`src/design/ppd_pkg.sv`:
```
// package for the program space page decoder
// assumes a 12-bit program counter and an 8-bit data bus from the core
package ppd_pkg;
    localparam int          PROG_CNT_W    = 12;
    localparam int          PHYS_W        = 13;
    localparam int          PAGE_W        = 2;
    localparam int          OFS_W         = 11;
    localparam int          TOP_BIT       = 11;
    localparam logic [1:0]  STATIC_PAGE   = 2'h1;
    localparam logic [7:0]  PAGE_SEL_ADDR = 8'hca;
    localparam logic [11:0] IRQ_VEC_LO    = 12'hff0;
    localparam logic [11:0] IRQ_VEC_HI    = 12'hff7;
    localparam logic [11:0] NMI_VEC_LO    = 12'hffc;
    localparam logic [11:0] NMI_VEC_HI    = 12'hffd;
    localparam int          STACK_DEPTH   = 6;
    localparam logic [2:0]  STACK_CNT_W1  = 3'h6;

    typedef struct packed {
        logic        wr;
        logic [7:0]  addr;
        logic [7:0]  data;
    } ppd_dwrite_t;

    typedef struct packed {
        logic        push;
        logic        pop;
        logic [11:0] data;
    } ppd_stack_req_t;

    typedef enum logic [2:0] {
        ST_RESET = 3'b001,
        ST_RUN   = 3'b010,
        ST_PROG  = 3'b100
    } ppd_mode_t;
endpackage

```
`src/design/ppd_decoder.sv`:
```
// program space page decoder with return stack, nmi edge and mode capture
// assumes core writes data space on one cycle strobes; pins are asynchronous
// Notes on behaviour
// - program address is a 12-bit counter covering 4 KB
// - physical memory is four 2 KB pages, page 1 static
// - lower range 000h-7FFh reaches the page chosen by page select
// - top bit set: 0800h-0FFFh always reaches the static page
// - static page also reachable in lower window, same storage
// - maskable vectors 0FF0h-0FF7h, nmi vector 0FFCh-0FFDh in static page
// - falling edge on nmi input raises a non-maskable request
// - low reset pin restarts the controller
// - test pin high during reset enters programming mode
// - return stack holds six levels
// - two-bit select: 00 page0, 01 static, 10 page2, 11 page3
// - select is write-only at CAh, no bit ops, cleared to 00 by I_RST
`timescale 1ns/10ps
module ppd_decoder
    import ppd_pkg::*;
(
    input  wire logic                           I_MCLK,
    input  wire logic                           I_RST,
    input  wire logic                           I_CE,
    input  wire logic [ppd_pkg::PROG_CNT_W-1:0] I_PROGRAM_COUNTER,
    input  wire ppd_pkg::ppd_dwrite_t           I_DWRITE,
    input  wire ppd_pkg::ppd_stack_req_t        I_STACK,
    input  wire logic                           I_NMI_N,
    input  wire logic                           I_RESET_N,
    input  wire logic                           I_TEST,
    input  wire logic                           I_NMI_ACK,
    output logic [ppd_pkg::PHYS_W-1:0]          O_PHYS_ADDR,
    output logic                                O_IRQ_VEC,
    output logic                                O_NMI_VEC,
    output logic                                O_NMI_REQ,
    output logic                                O_CORE_RESET,
    output logic                                O_PROG_MODE,
    output logic [ppd_pkg::PROG_CNT_W-1:0]      O_STACK_TOP,
    output logic                                O_STACK_OVF,
    output logic                                O_STACK_UNF
);
    import ppd_pkg::*;

    logic [PAGE_W-1:0]     program_page_select;
    logic [2:0]            nmi_sync;
    logic [2:0]            rst_sync;
    logic [2:0]            tst_sync;
    logic                  nmi_lvl;
    logic                  rst_lvl;
    logic [PROG_CNT_W-1:0] stack_mem [STACK_DEPTH];
    logic [2:0]            stack_cnt;
    ppd_mode_t             mode;

    wire               program_counter_top_bit = I_PROGRAM_COUNTER[TOP_BIT];
    wire [PAGE_W-1:0]  eff_page = program_counter_top_bit ? STATIC_PAGE
                                                          : program_page_select;
    wire [PHYS_W-1:0]  next_phys = {eff_page, I_PROGRAM_COUNTER[OFS_W-1:0]};
    wire               sel_wr = I_DWRITE.wr && (I_DWRITE.addr == PAGE_SEL_ADDR);
    wire               nmi_agree = (nmi_sync[2] == nmi_sync[1]);
    wire               nmi_fall = nmi_agree && !nmi_sync[1] && nmi_lvl;
    wire               rst_agree = (rst_sync[2] == rst_sync[1]);
    wire               tst_agree = (tst_sync[2] == tst_sync[1]);
    wire               do_push = I_STACK.push && (stack_cnt != STACK_CNT_W1);
    wire               do_pop = I_STACK.pop && !I_STACK.push && (stack_cnt != 3'h0);
    wire               next_irq = (I_PROGRAM_COUNTER >= IRQ_VEC_LO)
                                  && (I_PROGRAM_COUNTER <= IRQ_VEC_HI);
    wire               next_nmiv = (I_PROGRAM_COUNTER >= NMI_VEC_LO)
                                  && (I_PROGRAM_COUNTER <= NMI_VEC_HI);

    // page select write; stored bits are the low two of the byte
    always_ff @(posedge I_MCLK or posedge I_RST) begin
        if (I_RST) begin
            program_page_select <= 2'h0;
        end else if (I_CE && sel_wr) begin
            program_page_select <= I_DWRITE.data[PAGE_W-1:0];
        end
    end

    always_ff @(posedge I_MCLK or posedge I_RST) begin
        if (I_RST) begin
            O_PHYS_ADDR <= '0;
            O_IRQ_VEC   <= 1'b0;
            O_NMI_VEC   <= 1'b0;
        end else if (I_CE) begin
            O_PHYS_ADDR <= next_phys;
            O_IRQ_VEC   <= next_irq;
            O_NMI_VEC   <= next_nmiv;
        end
    end

    // pin synchronisers
    always_ff @(posedge I_MCLK or posedge I_RST) begin
        if (I_RST) begin
            nmi_sync <= 3'h7;
            rst_sync <= 3'h0;
            tst_sync <= 3'h0;
            nmi_lvl  <= 1'b1;
            rst_lvl  <= 1'b0;
        end else if (I_CE) begin
            nmi_sync <= {nmi_sync[1:0], I_NMI_N};
            rst_sync <= {rst_sync[1:0], I_RESET_N};
            tst_sync <= {tst_sync[1:0], I_TEST};
            if (nmi_agree) begin
                nmi_lvl <= nmi_sync[1];
            end
            if (rst_agree) begin
                rst_lvl <= rst_sync[1];
            end
        end
    end

    // nmi request, set wins over acknowledge
    always_ff @(posedge I_MCLK or posedge I_RST) begin
        if (I_RST) begin
            O_NMI_REQ <= 1'b0;
        end else if (I_CE) begin
            if (nmi_fall) begin
                O_NMI_REQ <= 1'b1;
            end else if (I_NMI_ACK) begin
                O_NMI_REQ <= 1'b0;
            end
        end
    end

    // mode: test level caught when the filtered reset pin is seen high again
    always_ff @(posedge I_MCLK or posedge I_RST) begin
        if (I_RST) begin
            mode <= ST_RESET;
        end else if (I_CE) begin
            unique case (mode)
                ST_RESET: if (rst_lvl && rst_agree && rst_sync[1]) begin
                    mode <= (tst_agree && tst_sync[1]) ? ST_PROG : ST_RUN;
                end
                ST_RUN, ST_PROG: if (!rst_lvl) begin
                    mode <= ST_RESET;
                end
                default: mode <= ST_RESET;
            endcase
        end
    end

    assign O_CORE_RESET = (mode == ST_RESET);
    assign O_PROG_MODE  = (mode == ST_PROG);

    // six-level return stack
    always_ff @(posedge I_MCLK or posedge I_RST) begin
        if (I_RST) begin
            stack_cnt   <= 3'h0;
            O_STACK_OVF <= 1'b0;
            O_STACK_UNF <= 1'b0;
        end else if (I_CE) begin
            O_STACK_OVF <= I_STACK.push && (stack_cnt == STACK_CNT_W1);
            O_STACK_UNF <= do_pop ? 1'b0 : (I_STACK.pop && !I_STACK.push && stack_cnt == 3'h0);
            if (do_push) begin
                stack_cnt <= stack_cnt + 3'h1;
            end else if (do_pop) begin
                stack_cnt <= stack_cnt - 3'h1;
            end
        end
    end

    always_ff @(posedge I_MCLK) begin
        if (I_CE && do_push) begin
            stack_mem[stack_cnt] <= I_STACK.data;
        end
    end

    assign O_STACK_TOP = (stack_cnt == 3'h0) ? '0 : stack_mem[stack_cnt - 3'h1];
endmodule // ppd_decoder

```
`config.mk`:
```
export PLATFORM = sky130hd
export DESIGN_NAME = ppd_decoder
export DESIGN_NICKNAME = d
export VERILOG_FILES = /design/src/design/ppd_pkg.sv /design/src/design/ppd_decoder.sv
export SDC_FILE = /design/constraint.sdc
export NUM_CORES = 1
export LEC_CHECK = 0
export ABC_AREA = 1
export BUFFER_PORTS_ARGS = -buffer_cell sky130_fd_sc_hd__clkbuf_2
export CORE_UTILIZATION = 50
export DETAILED_ROUTE_END_ITERATION = 10
export GPL_TIMING_DRIVEN = 0
export PLACE_DENSITY = 0.75
export SYNTH_ARGS = -nofsm -noshare
export SYNTH_HDL_FRONTEND = slang
export SYNTH_SLANG_ARGS = --single-unit
```
`constraint.sdc`:
```
create_clock -name I_MCLK -period 2.6 [get_ports I_MCLK]
set_clock_uncertainty 0.15 [all_clocks]
set_input_delay 0.39 -clock I_MCLK [delete_from_list [all_inputs] [get_ports I_MCLK]]
set_output_delay 0.39 -clock I_MCLK [all_outputs]
set_load 0.02 [all_outputs]
```
== Word level (Yosys, flattened, before mapping) ==
Memories as Yosys holds them, arrays and structs flattened.
Index checks and enable logic that the tools add are counted.
Operators by class
  $lt $le $gt $ge: 4
  multiplexer cells: 13
  reduce and logical (&&, ||, !) cells: 27
  $add $sub $neg: 2
  equality and inequality tests: 11
Operators by type and width (number)
  $ge A12 B12 Y1 const B: 2
  $le A12 B12 Y1 const B: 2
  $logic_and A1 B1 Y1: 15
  $mux W3: 5
  $mux W12: 1
  $eq A8 B8 Y1 const B: 1
  $reduce_and A2 Y1: 4
  $eq A3 B3 Y1 const B: 2
  $pmux W3 S2: 1
  $mux W1: 5
  $reduce_bool A2 Y1: 2
  $add A3 B1 Y3 const B: 1
  $eq A1 B1 Y1: 3
  $eq A3 B1 Y1 const B: 1
  $eq A3 B2 Y1 const B: 1
  $logic_not A3 Y1: 1
  $ne A3 B3 Y1 const B: 1
  $reduce_and A3 Y1: 1
  $reduce_bool A3 Y1: 1
  $sub A3 B1 Y3 const B: 1
  $logic_not A1 Y1: 2
  $mux W2: 1
  $ne A2 B1 Y1 const B: 1
  $ne A2 B2 Y1 const B: 1
  $reduce_or A2 Y1: 1
Word-level totals
  output and inout port bits: 32
  bits in writable memories: 72
  word-level logic and storage cells: 72
  memories: 1
  bits in registers: 37
Memory list
  stack_mem: words 6, width 12, rd ports 1, clocked after Yosys merged registers in 0, wr ports 1, line ppd_decoder.sv:48  | logic [PROG_CNT_W-1:0] stack_mem [STACK_DEPTH];

== Logic depth before layout (Yosys ltp) ==
  depth in word-level cells: 5
  depth in mapped cells: 11
  depth with buffers taken out: 9

== Worst setup path after synthesis ==
Ideal clock, no wire load.
  path type: reg2reg
  start point: register stack_cnt[0]
  end point: memory stack_mem[0][0], enable pin
  data arrival time: 2.057 ns
  stages on the path, launching flop included: 10
  data required time: 2.054 ns
  slack: -0.004 ns
  path buffers: 2
  clock period less this slack: 2.604 ns
  cell sequence: dfrtp_1 buf_2 inv_2 buf_4 ha_1 nand2_1 nand2_2 inv_1 nand2_4 nor3_1
On the way
  longest elaborated chain between the ends: 5
Ends and longest elaborated chain
  from (decl): line ppd_decoder.sv:49  | logic [2:0] stack_cnt;
  from (signal assigned): line ppd_decoder.sv:153  | stack_cnt <= stack_cnt + 3'h1;
  from (signal assigned): line ppd_decoder.sv:155  | stack_cnt <= stack_cnt - 3'h1;
  $ne A3 B3 Y1: line ppd_decoder.sv:61  | wire do_push = I_STACK.push && (stack_cnt != STACK_CNT_W1);
  $logic_and A1 B1 Y1: line ppd_decoder.sv:61
  $logic_and A1 B1 Y1: line ppd_decoder.sv:161  | if (I_CE && do_push) begin
  $mux W1: line ppd_decoder.sv:161
  $mux W1 (not written as such): line ppd_decoder.sv:162  | stack_mem[stack_cnt] <= I_STACK.data;
  to (decl): line ppd_decoder.sv:48
Parallel ways exist; a longest one is shown, timed or not.

== Worst setup path in the final report ==
  start point: register stack_cnt[0]
  end point: memory stack_mem[3][0], enable pin
Same word-level chain as after synthesis.

==> run metrics <==
status=complete, but fails checks; failing checks=negative hold slack; Post-Syn Area per Cell=9.539 µm²; cells after synthesis=510; xor and xnor area share after synthesis=0.01209; Design Power=0.006233 W; row cnt=35; Final setup viols=0; CTS Buf Count=9; max capacitance violation total=0; EDFF count, synth=72; largest family of logic cells by synthesized area=simple AND/OR/NAND/NOR gates; Initial Util=0.5215; Leakage=2.834 nW; CTS tree=yes; Period Utilization, post-route=0.9598; count leader, synth=nand2_1; fin cells=744; Reg clk slew, reported paths=0.10 ns; CP endpoint kind=flip-flop; clock power share=0.149; die height=100.6 µm; largest fanout on the critical path=10; Residual DRC=0; DRT Pass-1 Iters=4; VDD IR-drop max=0.0004884 V; Netlist cell types=28; initial DRC count=223; CORE AREA=9328 µm²; I/O Buffers=75; Hold Worst Slack=-0.01925 ns; root buf cell=clkbuf_8; # IOs=82; worst slew pin tran=0.7566 ns; Clock Sinks=109; YS warnings=0; initial antenna violation count=0; gr ovfl total=0; NetSw=0.002662 W; Hold Vio Cnt, Final=28; synth cell count leaders=184 x nand2_1, 72 x edfxtp_1, 67 x inv_1; RSZ-0062 raised after global routing=true; Sw Ratio=0.4271; die area=10130 µm²; Area growth, synth to finish=19.98%; Async SR Flop Fraction=0.3394; Yosys top cell by area=edfxtp_1; Synth top area share=0.4444; GP Congestion=0.7692; via/cell ratio=5.042; die width=100.6 µm; DP HPWL=7479 µm; Synth Area in Simple Gates=0.2302; via count=3751; H-tree depth=3; max-slew violations=0; gr usage total=0.2422; register bit total from synthesis=109; CTS max path bufs=2; Final min period=2.496 ns; Critical Path RT=2.53 ns; crit path launch type=flip-flop; Seq pwr share=0.342; first-pass GRT wire length=18280 µm; wire per inst=14.96 µm; FMAX=400.7 MHz; relative slew slack=0.4948; largest cells by area after synthesis=edfxtp_1 44%, dfrtp_1 16%, nand2_1 14%, inv_1 5.2%, nand3_1 3.8%; vias in the first global route=3781; Layout Nets=665; placed instance count=720; mux contribution to synthesized area=0; HP Class=in -> async; net count after synthesis=565; area of the mapped netlist=4865 µm²; layout cell share with drive strength beyond 1=0.2423; Worst-Skew Late Latency=0.37 ns; cell internal pwr=0.003571 W; pwr dens=1068 nW/µm²; Final ANT Viol Nets=0; post-synthesis sequential area ratio=0.6361; Comb power frac=0.509; Finished Cell Area=5837 µm²; Post-DP Area=5499 µm²; setup TNS=0 ns; WS Path Type=reg -> reg; post-synthesis compound-gate area fraction=0.02726; detailed-route wire length=11130 µm; diode count=0; adder-cell share of the synthesized area=0.01286; CP arrival=2.42 ns; largest net degree at the start of global routing=38; Post-synth top flop=edfxtp_1
[registers in the layout (all words and copies together) (netlist names)]
register and cells:
O_STACK_UNF 1, O_NMI_REQ 1, tst_sync 3, mode 3
stack_mem 72, rst_lvl 1, O_PHYS_ADDR 13, program_page_select 2
O_IRQ_VEC 1, O_NMI_VEC 1, nmi_lvl 1, O_STACK_OVF 1
rst_sync 3, nmi_sync 3, stack_cnt 3
[metal layers]
layer | vias up | part of all wire | GRT usage
met2 | 143 | 0.50 | 0.3957
met4 | 0 | 0.013 | 0.09588
li1 | 1811 | - | -
met1 | 1784 | 0.42 | 0.3232
met3 | 13 | 0.066 | 0.04369
met5 | - | 0 | 0
[power groups by stage]
stage	Combinational [W]	Sequential, W	Clock, W
3_5_place_dp	0.00274	0.00217	0
4_1_cts	0.00311	0.00213	0.000938
3_3_place_gp	0.00263	0.00216	0
5_1_grt	0.00350	0.00215	0.00101
2_1_floorplan	0.00182	0.00218	0
6_report	0.00317	0.00213	0.000928
[metrics by stage]
step	utilization	setup slack [ns]
5_1_grt	0.6258	-0.01431
3_3_place_gp	0.5791	-0.8176
3_5_place_dp	0.5895	0.004047
2_1_floorplan	-	-0.003567
6_report	0.6258	0.1044
4_1_cts	0.6219	-0.04472
[timing repair]
item	in CTS	in global routing
buffers inserted	3	4
setup endpoints to repair	12	54
pin swaps	1	3
gates resized for setup	22	9
gates cloned	2	0
hold buffers	0	0
[kinds of logic (layout without fill, tap and decap cells)]
family / Yosys count / after routing
AOI/OAI and AO/OA: 25 / 25
xor gates and xnor gates: 5 / 5
adders and majority gates: 5 / 5
buffers and inverters: 90 / 195
DFF: 109 / 109
and+or+nand+nor: 276 / 276
[placed cells by master, fill, tap and decap left out, types with 3 or more instances in the layout]
cell	instances
nand2_1	184
clkbuf_2	73
edfxtp_1	72
inv_1	64
nand3_1	37
nor2_1	36
dfrtp_1	31
o21ai_0	21
buf_4	16
clkbuf_8	10
buf_6	10
buf_2	8
dfstp_2	5
nand4_1	4
nor3_1	4
nor3_2	4
inv_2	3
xor2_1	3
ha_1	3
[worst max-delay path, cell delays in order, from the launching register on]
cell and delay [ns]:
dfrtp_1 0.36, buf_4 0.15, inv_8 0.05, buf_4 0.16, ha_1 0.19, nand2_1 0.09, nand2_2 0.08, inv_1 0.12
nand2_4 0.13, nor3_2 0.47, buf_6 0.23
[final timing paths]
| path | from | to | slack [ns] | cells past startpoint |
|---|---|---|---|---|
| hold reg to reg | nmi_sync[0] | nmi_sync[0] | 0.32 | 2 |
| min in group I_MCLK | I_NMI_N | nmi_sync[0] | 0.05 | 3 |
| setup / recovery | stack_cnt[0] | stack_mem[3][0] | 0.10 | 10 |
| max in group asynchronous | I_RST | stack_cnt[1] | 1.79 | 2 |
| hold / removal | I_RST | mode[1] | -0.02 | 2 |
| setup reg to reg | stack_cnt[0] | stack_mem[3][0] | 0.10 | 10 |
[cell type report]
cell class              count  area, µm²
inverters                  69      269.0
well taps                 129      161.4
multi-input cells         311       1455
clock buffers               9      123.9
repair buffers             90      515.5
fillers                   772       3491
clock inverters             7      51.30
flip-flops and latches    109       3095
plain buffers              20      165.2
(Power assumes the default switching activity.)
